### src/shared/monitor_sample_map.svh
// Register offsets, field positions and reset values of the sample command block.
// Assumes byte-wide register access delivered by the link's frame layer.
`ifndef MONITOR_SAMPLE_MAP_SVH
`define MONITOR_SAMPLE_MAP_SVH

// ==========================================
// Byte offsets
`define REV_HI_OFS 8'h00
`define REV_LO_OFS 8'h01
`define CMD_OFS 8'h02
`define CHSEL_B3_OFS 8'h03
`define CHSEL_B2_OFS 8'h04
`define CHSEL_B1_OFS 8'h05
`define CHSEL_B0_OFS 8'h06
`define AVG_OFS 8'h07

// ==========================================
// Field positions
`define RESP_ADDR_MSB 4
`define CELL_SEL_LSB 16
`define CELL_SEL_MSB 31
`define AUX_SEL_LSB 8
`define REF_SEL_BIT 2
`define MODULE_SEL_BIT 1

// ==========================================
// Reset values
`define CHSEL_RESET 32'h0000_0000
`define AVG_RESET 8'h00
`define UNDEF_READ 8'h00

`endif

### src/shared/monitor_sample_pkg.sv
// Types shared by the sample command block and its surroundings.
// Assumes the frame layer decodes kind and reply request of each frame.
package monitor_sample_pkg;

  // ==========================================
  // Frame kinds
  typedef enum logic [1:0] {
    KIND_SINGLE = 2'b00,
    KIND_GROUP = 2'b01,
    KIND_BCAST = 2'b10
  } frame_kind_t;

  // ==========================================
  // Carriers
  typedef struct packed {
    logic [7:0] addr;
    logic [7:0] data;
  } reg_write_t;

  typedef struct packed {
    logic [4:0] chan;
    logic second;
    logic [7:0] avg;
  } conv_req_t;

  // ==========================================
  // Sequencer states
  typedef enum logic [2:0] {
    ST_IDLE = 3'b000,
    ST_TURN = 3'b001,
    ST_SCAN = 3'b010,
    ST_CONV = 3'b011,
    ST_HI = 3'b100,
    ST_LO = 3'b101,
    ST_NEXT = 3'b110
  } seq_state_t;

endpackage

### src/monitor_sample_command.sv
// Sample command interpreter: register writes from frames, conversion sequencing, reply bytes.
// Assumes a frame layer that delivers decoded byte writes and a converter on the same clock.
`timescale 1ns/10ps
`default_nettype none
`include "monitor_sample_map.svh"

// Contract
// RULE1 - Reply-requesting command write executes, returns results
// RULE2 - Reply length follows channel mask bits
// RULE3 - Reply carries conversion results, not registers
// RULE4 - Command register has no readback
// RULE5 - Unwritten mask/averaging keep current values
// RULE6 - Same-frame mask/averaging writes apply first
// RULE7 - Values MSB first, mask order, cell16 down
// RULE8 - Clear mask bits send nothing
// RULE9 - Host writes command bits 7:6 as zero
// RULE10 - Group responder address names highest replier
// RULE11 - Responder address ignored for other kinds
// RULE12 - Revision: digital high byte, analog low
// RULE13 - Cell select occupies mask bits 16-31
// RULE14 - Aux select starts at mask bit 8
// RULE15 - Module sum: two conversions, average returned
// RULE16 - Reference: 4.5 V value, then ground
// RULE17 - Execute only after whole frame accepted
// RULE18 - Wait for lower responders before replying
module monitor_sample_command #(
  parameter logic [7:0] DIGITAL_DIE_REVISION = 8'h01, // Arbitrary value
  parameter logic [7:0] ANALOG_DIE_REVISION = 8'h01 // Arbitrary value
) (
  input wire logic clk_in,
  input wire logic rst_in,
  input wire logic ce_in,
  input wire logic [4:0] dev_addr_in,
  input wire logic wr_valid_in,
  input wire monitor_sample_pkg::reg_write_t wr_in,
  input wire logic frame_end_in,
  input wire logic frame_ok_in,
  input wire monitor_sample_pkg::frame_kind_t frame_kind_in,
  input wire logic frame_reply_in,
  input wire logic [7:0] rd_addr_in,
  output logic [7:0] rd_data_out,
  output logic conv_start_out,
  output monitor_sample_pkg::conv_req_t conv_req_out,
  input wire logic conv_done_in,
  input wire logic [15:0] conv_result_in,
  output logic tx_valid_out,
  output logic [7:0] tx_data_out,
  input wire logic tx_ready_in,
  input wire logic lower_done_in,
  output logic reply_done_out,
  output logic busy_out
);
  import monitor_sample_pkg::*;

  // ==========================================
  // Registers and pending command
  logic [31:0] chan_select, next_chan_select;
  logic [7:0] averaging_setting, next_averaging_setting;
  logic cmd_pending, next_cmd_pending;
  logic [4:0] resp_addr, next_resp_addr;

  always_comb begin
    next_chan_select = chan_select;
    next_averaging_setting = averaging_setting;
    next_cmd_pending = cmd_pending;
    next_resp_addr = resp_addr;
    // Pending command is consumed or dropped at frame end (see RULE17)
    // Cleared first so a command byte in the same cycle still sets it
    if (frame_end_in) begin
      next_cmd_pending = 1'b0;
    end
    if (wr_valid_in) begin
      // Writes land at once, so a later command in the frame sees them (see RULE6)
      case (wr_in.addr)
        `CHSEL_B3_OFS: next_chan_select[31:24] = wr_in.data; // see RULE13
        `CHSEL_B2_OFS: next_chan_select[23:16] = wr_in.data;
        `CHSEL_B1_OFS: next_chan_select[15:8] = wr_in.data; // see RULE14
        `CHSEL_B0_OFS: next_chan_select[7:0] = wr_in.data;
        `AVG_OFS: next_averaging_setting = wr_in.data;
        `CMD_OFS: begin
          // Bits 7:6 are left to the host to zero and are not decoded (see RULE9)
          next_cmd_pending = 1'b1;
          next_resp_addr = wr_in.data[`RESP_ADDR_MSB:0];
        end
        default: begin
        end
      endcase
    end
  end

  always_ff @(posedge clk_in or posedge rst_in) begin
    if (rst_in) begin
      chan_select <= `CHSEL_RESET;
      averaging_setting <= `AVG_RESET;
      cmd_pending <= 1'b0;
      resp_addr <= 5'h00;
    end else if (ce_in) begin
      chan_select <= next_chan_select;
      averaging_setting <= next_averaging_setting;
      cmd_pending <= next_cmd_pending;
      resp_addr <= next_resp_addr;
    end
  end

  // ==========================================
  // Register reads
  logic [7:0] next_rd_data;

  always_comb begin
    case (rd_addr_in)
      `REV_HI_OFS: next_rd_data = DIGITAL_DIE_REVISION; // see RULE12
      `REV_LO_OFS: next_rd_data = ANALOG_DIE_REVISION; // see RULE12
      `CHSEL_B3_OFS: next_rd_data = chan_select[31:24];
      `CHSEL_B2_OFS: next_rd_data = chan_select[23:16];
      `CHSEL_B1_OFS: next_rd_data = chan_select[15:8];
      `CHSEL_B0_OFS: next_rd_data = chan_select[7:0];
      `AVG_OFS: next_rd_data = averaging_setting;
      // Last command byte is never stored for reading (see RULE4)
      default: next_rd_data = `UNDEF_READ;
    endcase
  end

  always_ff @(posedge clk_in or posedge rst_in) begin
    if (rst_in) begin
      rd_data_out <= 8'h00;
    end else if (ce_in) begin
      rd_data_out <= next_rd_data;
    end
  end

  // ==========================================
  // Lower-device done pin synchroniser
  // Three stages; the filtered level moves only when stages two and three agree
  logic sync1, sync2, sync3, done_lvl, next_done_lvl, done_rise;

  always_comb begin
    next_done_lvl = (sync2 == sync3) ? sync3 : done_lvl;
    done_rise = next_done_lvl & ~done_lvl;
  end

  always_ff @(posedge clk_in or posedge rst_in) begin
    if (rst_in) begin
      sync1 <= 1'b0;
      sync2 <= 1'b0;
      sync3 <= 1'b0;
      done_lvl <= 1'b0;
    end else if (ce_in) begin
      sync1 <= lower_done_in;
      sync2 <= sync1;
      sync3 <= sync2;
      done_lvl <= next_done_lvl;
    end
  end

  // ==========================================
  // Command sequencer
  seq_state_t state, next_state;
  logic [31:0] exec_mask, next_exec_mask;
  logic [7:0] exec_avg, next_exec_avg;
  logic [4:0] idx, next_idx;
  logic phase, next_phase;
  logic [15:0] value, next_value;
  logic [16:0] acc, next_acc;
  logic [7:0] next_tx_data;
  logic next_conv_start, next_reply_done;
  logic is_group, replies, must_wait;

  always_comb begin
    is_group = (frame_kind_in == KIND_GROUP) || (frame_kind_in == KIND_BCAST);
    // Responder address only matters for group and broadcast replies (see RULE10, RULE11)
    replies = frame_reply_in && (!is_group || (dev_addr_in <= resp_addr));
    must_wait = is_group && (dev_addr_in != 5'h00);
    next_state = state;
    next_exec_mask = exec_mask;
    next_exec_avg = exec_avg;
    next_idx = idx;
    next_phase = phase;
    next_value = value;
    next_acc = acc;
    next_tx_data = tx_data_out;
    next_conv_start = 1'b0;
    next_reply_done = 1'b0;
    case (state)
      ST_IDLE: begin
        // Start only on an accepted frame end with a command in it (see RULE1, RULE17)
        if (frame_end_in && frame_ok_in && cmd_pending && replies) begin
          next_exec_mask = chan_select; // see RULE5
          next_exec_avg = averaging_setting;
          next_idx = 5'd31; // see RULE7
          next_phase = 1'b0;
          next_state = must_wait ? ST_TURN : ST_SCAN;
        end
      end
      ST_TURN: begin
        // Lower addresses send first (see RULE18, RULE10)
        if (done_rise) begin
          next_state = ST_SCAN;
        end
      end
      ST_SCAN: begin
        if (exec_mask[idx]) begin
          next_state = ST_CONV;
          next_conv_start = 1'b1;
        end else begin
          next_state = ST_NEXT; // see RULE8
        end
      end
      ST_CONV: begin
        if (conv_done_in) begin
          if (idx == 5'(`MODULE_SEL_BIT) && !phase) begin
            // Hold first half of the module sum (see RULE15)
            next_acc = {1'b0, conv_result_in};
            next_phase = 1'b1;
            next_conv_start = 1'b1;
          end else begin
            if (idx == 5'(`MODULE_SEL_BIT)) begin
              next_acc = acc + {1'b0, conv_result_in};
              next_value = next_acc[16:1]; // see RULE15
            end else begin
              next_value = conv_result_in; // see RULE3
            end
            next_tx_data = next_value[15:8]; // see RULE7
            next_state = ST_HI;
          end
        end
      end
      ST_HI: begin
        if (tx_ready_in) begin
          next_tx_data = value[7:0];
          next_state = ST_LO;
        end
      end
      ST_LO: begin
        if (tx_ready_in) begin
          if (idx == 5'(`REF_SEL_BIT) && !phase) begin
            // Ground follows the 4.5 V reference (see RULE16)
            next_phase = 1'b1;
            next_conv_start = 1'b1;
            next_state = ST_CONV;
          end else begin
            next_state = ST_NEXT; // see RULE2
          end
        end
      end
      ST_NEXT: begin
        next_phase = 1'b0;
        if (idx == 5'h00) begin
          next_reply_done = 1'b1;
          next_state = ST_IDLE;
        end else begin
          next_idx = idx - 5'h01;
          next_state = ST_SCAN;
        end
      end
      default: next_state = ST_IDLE;
    endcase
  end

  always_ff @(posedge clk_in or posedge rst_in) begin
    if (rst_in) begin
      state <= ST_IDLE;
      exec_mask <= 32'h0000_0000;
      exec_avg <= 8'h00;
      idx <= 5'h00;
      phase <= 1'b0;
      value <= 16'h0000;
      acc <= 17'h0_0000;
      tx_data_out <= 8'h00;
      conv_start_out <= 1'b0;
      reply_done_out <= 1'b0;
    end else if (ce_in) begin
      state <= next_state;
      exec_mask <= next_exec_mask;
      exec_avg <= next_exec_avg;
      idx <= next_idx;
      phase <= next_phase;
      value <= next_value;
      acc <= next_acc;
      tx_data_out <= next_tx_data;
      conv_start_out <= next_conv_start;
      reply_done_out <= next_reply_done;
    end
  end

  // Snapshot keeps a reply stable against writes during execution
  assign conv_req_out = '{chan: idx, second: phase, avg: exec_avg};
  assign tx_valid_out = (state == ST_HI) || (state == ST_LO);
  assign busy_out = (state != ST_IDLE);

endmodule
`default_nettype wire

### config.mk
export PLATFORM = sky130hd
export DESIGN_NAME = monitor_sample_command
export DESIGN_NICKNAME = d
export VERILOG_FILES = /design/src/shared/monitor_sample_pkg.sv /design/src/monitor_sample_command.sv
export VERILOG_INCLUDE_DIRS = /design/src /design/src/shared
export SDC_FILE = /design/constraint.sdc
export NUM_CORES = 1
export LEC_CHECK = 0
export ABC_CLOCK_PERIOD_IN_PS = 5200
export BUFFER_PORTS_ARGS = -buffer_cell sky130_fd_sc_hd__buf_2
export CELL_PAD_IN_SITES_DETAIL_PLACEMENT = 1
export CELL_PAD_IN_SITES_GLOBAL_PLACEMENT = 2
export CORE_MARGIN = 1
export CORE_UTILIZATION = 39
export DETAILED_ROUTE_END_ITERATION = 10
export PLACE_DENSITY = 0.79
export SYNTH_ARGS = -nofsm -noshare
export SYNTH_HDL_FRONTEND = slang
export SYNTH_SLANG_ARGS = --single-unit
### constraint.sdc
create_clock -name clk_in -period 5.2 [get_ports clk_in]
set_input_delay 0.26 -clock clk_in [delete_from_list [all_inputs] [get_ports clk_in]]
set_output_delay 0.26 -clock clk_in [all_outputs]
set_load 0.02 [all_outputs]
==> results of run 1 <==
-- where the power goes --
group | internal [uW] | switching (uW) | leakage (uW)
Combinational | 526 | 826 | 0.00211
Sequential | 1260 | 222 | 0.00189
Clock | 867 | 477 | 0.000316
-- placed cells by master, fill, tap and decap left out, drive strengths merged, types with 15 or more instances in the layout --
cell,n
dfrtp,142
buf,94
mux2,93
nand2,60
o21ai,47
a21oi,43
nor2,33
inv,25
ha,24
clkbuf,23
mux2i,17
a21o,15
nor3,15
-- final timing paths --
kind | startpoint | endpoint | slack, ns | depth (start not counted)
max reg2reg | idx[1]$_DFFE_PP0P_ | tx_data_out[0]$_DFFE_PP0P_ | 1.95 | 8
min | rst_in | done_lvl$_DFFE_PP0P_ | 0.01 | 2
max in group asynchronous | rst_in | chan_select[28]$_DFFE_PP0P_ | 3.94 | 3
min reg2reg | cmd_pending$_DFFE_PP0P_ | cmd_pending$_DFFE_PP0P_ | 0.48 | 1
max | idx[1]$_DFFE_PP0P_ | tx_data_out[0]$_DFFE_PP0P_ | 1.95 | 8
min in group clk_in | lower_done_in | sync1$_DFFE_PP0P_ | 0.06 | 2
-- worst max-delay path: stages (launching register included) --
cell	delay [ns]
dfrtp_1	0.47
inv_1	0.18
ha_1	0.17
or4b_4	0.57
nor3_2	0.79
nand2_1	0.29
or3_1	0.38
mux2i_1	0.19
nor3_1	0.08
-- layer usage --
metal / part of all wire (%) / GRT usage, % / vias to the layer above
li1: - / - / 2813
met1: 48 / 32.8 / 3102
met2: 47 / 37.7 / 127
met3: 3.5 / 3.25 / 23
met4: 1.6 / 8.09 / 0
met5: 0 / 0 / -
-- state kept, by name (all words and copies together) (netlist names), 3 cells and up --
signal and count:
state 3, exec_avg 8, tx_data_out 8, rd_data_out 8, value 8, idx 5
resp_addr 5, exec_mask 32, averaging_setting 8, chan_select 32, acc 17
-- kinds of logic (layout without fill, tap and decap cells) --
kind of cell | after synthesis | in the layout
xor gates and xnor gates | 10 | 10
adders and majority gates | 25 | 25
buffers and inverters | 63 | 150
AOI/OAI and AO/OA | 182 | 182
muxes | 118 | 118
and+or+nand+nor | 180 | 180
DFF | 142 | 142
-- through the flow --
| step | total power [uW] | hold WS [ns] | instances | utilization (%) | area, um2 |
|---|---|---|---|---|---|
| 2_1_floorplan | 2440 | 0.377 | 720 | - | 7750 |
| 3_3_place_gp | 2790 | 0.460 | 1040 | 43.1 | 8390 |
| 3_5_place_dp | 2840 | 0.474 | 1040 | 43.1 | 8390 |
| 4_1_cts | 4200 | 0.0500 | 1072 | 46.5 | 9050 |
| 5_1_grt | 4420 | 0.0646 | 1072 | 46.5 | 9050 |
| 6_report | 4180 | 0.0114 | 1072 | 46.5 | 9050 |
-- layout make-up --
cell class	instances	share of cell area [%]
multi-input combinational	515	43.5
clock buffer	23	5.50
inverter	24	1.05
clock inverter	9	1.70
timing repair buffer	94	5.31
tap	265	3.67
sequential	142	39.3
==> results_dict.tcl, run 1 <==
set metrics [dict create \
    antenna_found_initial 0 \
    cts_resized 0 \
    start_util_pct 39.8 \
    critical_path_class "reg2reg" \
    fin_crit_sh_pct 62.4 \
    die_h_um 143 \
    syn2layout_area_growth_pct 16.8 \
    clk_latency_ns 0.43 \
    vdd_drop_max_mv 0.246 \
    fin_setup_tns_ns 0 \
    synth.top_cells.by_area "dfrtp_1, mux2_2, ha_1" \
    first_iter_violations 288 \
    routedWlPerCell_um 20.9 \
    ys_top_cells_by_count "dfrtp_1, mux2_2, nand2_1" \
    pin_count 91 \
    wl_mm 22.4 \
    ys_seq_area_share_pct 45.9 \
    tightest_slew_ns 1.12 \
    async_flop_share_pct 100 \
    fmax_mhz 308 \
    clock_skew_ns 0.0104 \
    cts-htree-levels 4 \
    synth-simple-area-share_pct 12.1 \
    postSynthNetCount 802 \
    die_w_um 143 \
    vias 6065 \
    firstDrtPassIters 6 \
    cts_max_path_buffers 2 \
    place_hpwl_mm 16.3 \
    synth_seq_cells 142 \
    synth_compound_area_share_pct 15.2 \
    netlist_instances 720 \
    ys_types 64 \
    crit_arrival_ns 3.55 \
    cp-start-kind "flip-flop" \
    first_global_vias 6464 \
    cts_buffers 17 \
    path_clk_slew_ns 0.06 \
    end_kind "flip-flop" \
    placement.io_buffers 90 \
    grt_max_degree 91 \
    postCtsHoldBufs 0 \
    synth_edf_count 0 \
    rows 51 \
    critical_path.max_fanout 14 \
    status "finished, final reports clean" \
    cts_tree "yes" \
    antennaDiodeCount 0 \
    slew_headroom_pct 24.1 \
    finalHoldViolCount 0 \
    grt_usage_pct 23.6 \
    synthMuxAreaShare_pct 18.0 \
    rsz0062_at_grt "no" \
    dp_slack_ns 1.98 \
    clock_sinks 142 \
    die_area_um2 20400 \
    leakage_uw 0.00432 \
    nets 876 \
    final_antenna_net_count 0 \
    final.setup.worst_slack_ns 1.95 \
    overflow 0 \
    multi_input_area_um2 3930 \
    drive_above_1_share_pct 29.7 \
    synth-xor-area-share_pct 1.13 \
    worst_hold_path_type "in2async" \
    regArea_um2 3550 \
    synth_ff_type "dfrtp_1" \
    vias_per_cell 5.66 \
    yosys.area_share.adder_pct 4.14 \
    maxCapViolCount 0 \
    setup-violations-final 0 \
    ys_warn_count 0 \
    synth_top_area_share_pct 45.9 \
    core_area_um2 19500 \
    synth_area_um2 7750 \
    cts_setup_buffers 0 \
    worst_ep_required_time_ns 5.50 \
    postSynthAreaPerCell_um2 10.8 \
    synth_top_area_cell "dfrtp_1" \
    synth_top_family_by_area "multiplexers" \
    post-route-min-period_ns 3.25 \
    power.density_nw_per_um2 462 \
    place.gp.congestion 0.831 \
    grt_pass1_wl_mm 36.3 \
    drc_errors 0 \
    finalMaxSlewViolations 0 \
    synth.most_common_cell "dfrtp_1" \
    fill_cells 2147 \
    cts-root-buf "clkbuf_16" \
]
Note: power is estimated with default switching activity, not from simulation.
==> run 2, diff against run 1 <==
- ABC_AREA: unset -> 1
- ABC_CLOCK_PERIOD_IN_PS: 5200 -> 3200
- CORE_UTILIZATION: 39 -> 34
- PLACE_DENSITY: 0.79 -> 0.78
- clock period: 5.2 -> 3.2 ns (I/O delays scaled with it)
==> results_dict.tcl, run 2 <==
set metrics [dict create \
    dpl_cell_area_um2 8730 \
    grt_pass1_wl_mm 40.6 \
    firstDrtPassIters 5 \
    worst_ep_required_time_ns 3.54 \
    rsz0062_at_grt "no" \
    nets 1233 \
    holdWs_ns -0.158 \
    die_h_um 155 \
    ys_warn_count 0 \
    routedWlPerCell_um 17.1 \
    clockPowerShare_pct 34.5 \
    cts_buffers 17 \
    wl_mm 25.3 \
    reg2reg_slack_ns 0.71 \
    worstPathCellList "inv_1 -> ha_1 -> nand3_4 -> inv_2 -> nand2_4 -> clkinv_4 -> o21ai_0 -> o21ai_1" \
    seqPwrFrac_pct 36.7 \
    fmax_mhz 401 \
    postSynthAreaPerCell_um2 7.48 \
    tightest_slew_ns 0.996 \
    place_hpwl_mm 19.1 \
    vdd_drop_max_mv 0.363 \
    die_w_um 155 \
    fin_setup_tns_ns 0 \
    finalMaxSlewViolations 0 \
    synth.most_common_cell "nand2_1" \
    critPathLaunch "idx[1]$_DFFE_PP0P_" \
    cts_resized 0 \
    cts_tree "yes" \
    power.density_nw_per_um2 654 \
    final_area_um2 9360 \
    synth_top_area_cell "dfrtp_1" \
    final_antenna_net_count 0 \
    ys_types 45 \
    r2r_cells 8 \
    synth_edf_count 0 \
    ys_seq_area_share_pct 44.6 \
    post-route-min-period_ns 2.49 \
    drc_errors 0 \
    worst_hold_path_type "in2async" \
    swShare_pct 36.7 \
    end_kind "flip-flop" \
    slew_headroom_pct 33.1 \
    postSynthNetCount 1148 \
    grt_usage_pct 22.0 \
    max_stage_delay_ns 0.50 \
    overflow 0 \
    reg2reg_from "idx[1]$_DFFE_PP0P_" \
    ys_top_cells_by_count "nand2_1, dfrtp_1, inv_1" \
    netlist_instances 1066 \
    vias 7231 \
    crit_path_end "acc[15]$_DFFE_PP0P_" \
    first_global_vias 7283 \
    p_int_uw 3880 \
    final_cell_mix "nand2_1, dfrtp_1, inv_1" \
    fin_crit_sh_pct 77.9 \
    synth_top_area_share_pct 44.6 \
    clock_skew_ns 0.0127 \
    finalHoldViolCount 52 \
    cp-start-kind "flip-flop" \
    leakage_uw 0.00481 \
    crit_arrival_ns 2.83 \
    antennaDiodeCount 0 \
    report.power.total_uw 6130 \
    antenna_found_initial 0 \
    clk_latency_ns 0.42 \
    top_regs "chan_select x32, exec_mask x32, acc x17" \
    setup-violations-final 0 \
    final.setup.worst_slack_ns 0.707 \
    synth_seq_cells 142 \
    violations "hold timing" \
    cts_max_path_buffers 2 \
    drive_above_1_share_pct 14.1 \
    crit_buf_inv 3 \
    syn2layout_area_growth_pct 17.5 \
    placement.io_buffers 90 \
    grt_max_degree 143 \
    pin_count 91 \
    r2r_end "acc[15]$_DFFE_PP0P_" \
    cpLargestDelayFamily "buffers and inverters" \
    dp_slack_ns 0.710 \
    rows 55 \
    maxCapViolCount 0 \
    vias_per_cell 4.90 \
    critical_path.max_fanout 19 \
    path_clk_slew_ns 0.06 \
    cts-root-buf "clkbuf_16" \
    cp_num_cells 8 \
    core_area_um2 22800 \
    synth.top_cells.by_area "dfrtp_1, nand2_1, o21ai_0" \
    cts-htree-levels 4 \
    critical_path_class "reg2reg" \
    cts_setup_buffers 0 \
    crit_slowest_cell "dfrtp_1" \
    start_util_pct 34.9 \
    p_sw_uw 2250 \
    async_flop_share_pct 100 \
    final_common_cell "nand2_1" \
    die_area_um2 24100 \
    synth_area_um2 7970 \
    synth_ff_type "dfrtp_1" \
    first_iter_violations 362 \
    pwr-share-comb_pct 28.8 \
    clock_sinks 142 \
    status "complete, but fails checks" \
    place.gp.congestion 0.833 \
]
run 2: changes by cell type after synthesis, sizes merged, moves of 10 or more:
cell / previous run / this run
o211ai: 5 / 17
o21ai: 47 / 103
o22ai: 13 / 2
and3: 10 / 0
mux2i: 17 / 0
nand3: 11 / 60
mux2: 93 / 0
a21o: 15 / 0
a21oi: 43 / 62
nand2: 60 / 353
inv: 24 / 135
or3: 12 / 0
nand4: 5 / 18
nor2: 33 / 66
run 2: tightest hold or removal path, delay by kind of cell:
kind	cells	cell delay [ns]
buffers and inverters	3	0.58
run 2: final cells by class:
cell class,instances,area [um2]
clock inverters,13,190
flip-flops and latches,142,3550
clock buffers,17,425
well taps,313,392
repair buffers,98,541
fillers,2878,13500
inverters,138,529
multi-input cells,754,3730
run 2: stage by stage:
stage / utilization [%] / cells
detailed placement: 38.2 / 1443
floorplan: - / 1066
finish: 41.0 / 1475
CTS: 41.0 / 1475
global route: 41.0 / 1475
global placement: 38.2 / 1443
run 2: per-layer routing:
metal	global-route usage [%]	share of wire (%)	vias up
met2	39.0	51	111
li1	-	-	3609
met3	2.65	2.2	26
met5	0	0	-
met1	27.8	45	3485
met4	7.12	2.0	0
run 2: power groups by stage:
stage,clock network (uW),registers (uW),logic [uW]
after floorplan,0,2300,1150
after global placement,0,2280,1750
after detailed placement,0,2280,1780
after CTS,2160,2250,1790
after global routing,2220,2280,1990
final,2110,2250,1770
run 2: cells by family after synthesis:
group / synth area share [%]
AND/OR/NAND/NOR: 27.9
AO/OA/AOI/OAI: 13.9
buffers and inverters: 8.59
flip-flops: 44.6
adder cells (fa/ha/maj): 4.02
XOR/XNOR: 0.989
run 2: how the worst min path moves through the flow:
stage | slack (ns) | cells after the start | endpoint | start
after floorplan | 0.28 | 2 | sync1$_DFFE_PP0P_ | lower_done_in
after global placement | 0.37 | 3 | sync1$_DFFE_PP0P_ | lower_done_in
after detailed placement | 0.38 | 3 | sync1$_DFFE_PP0P_ | lower_done_in
after CTS | 0.009 | 3 | state[2]$_DFFE_PP0P_ | rst_in
after global routing | 0.05 | 3 | state[2]$_DFFE_PP0P_ | rst_in
final | -0.16 | 3 | state[2]$_DFFE_PP0P_ | rst_in
run 2: timing repair:
action / 4_1_cts / 5_1_grt
hold buffers: 2 / 0
endpoints found under the hold margin: 2 / 0
endpoints found under the setup margin: 0 / 0
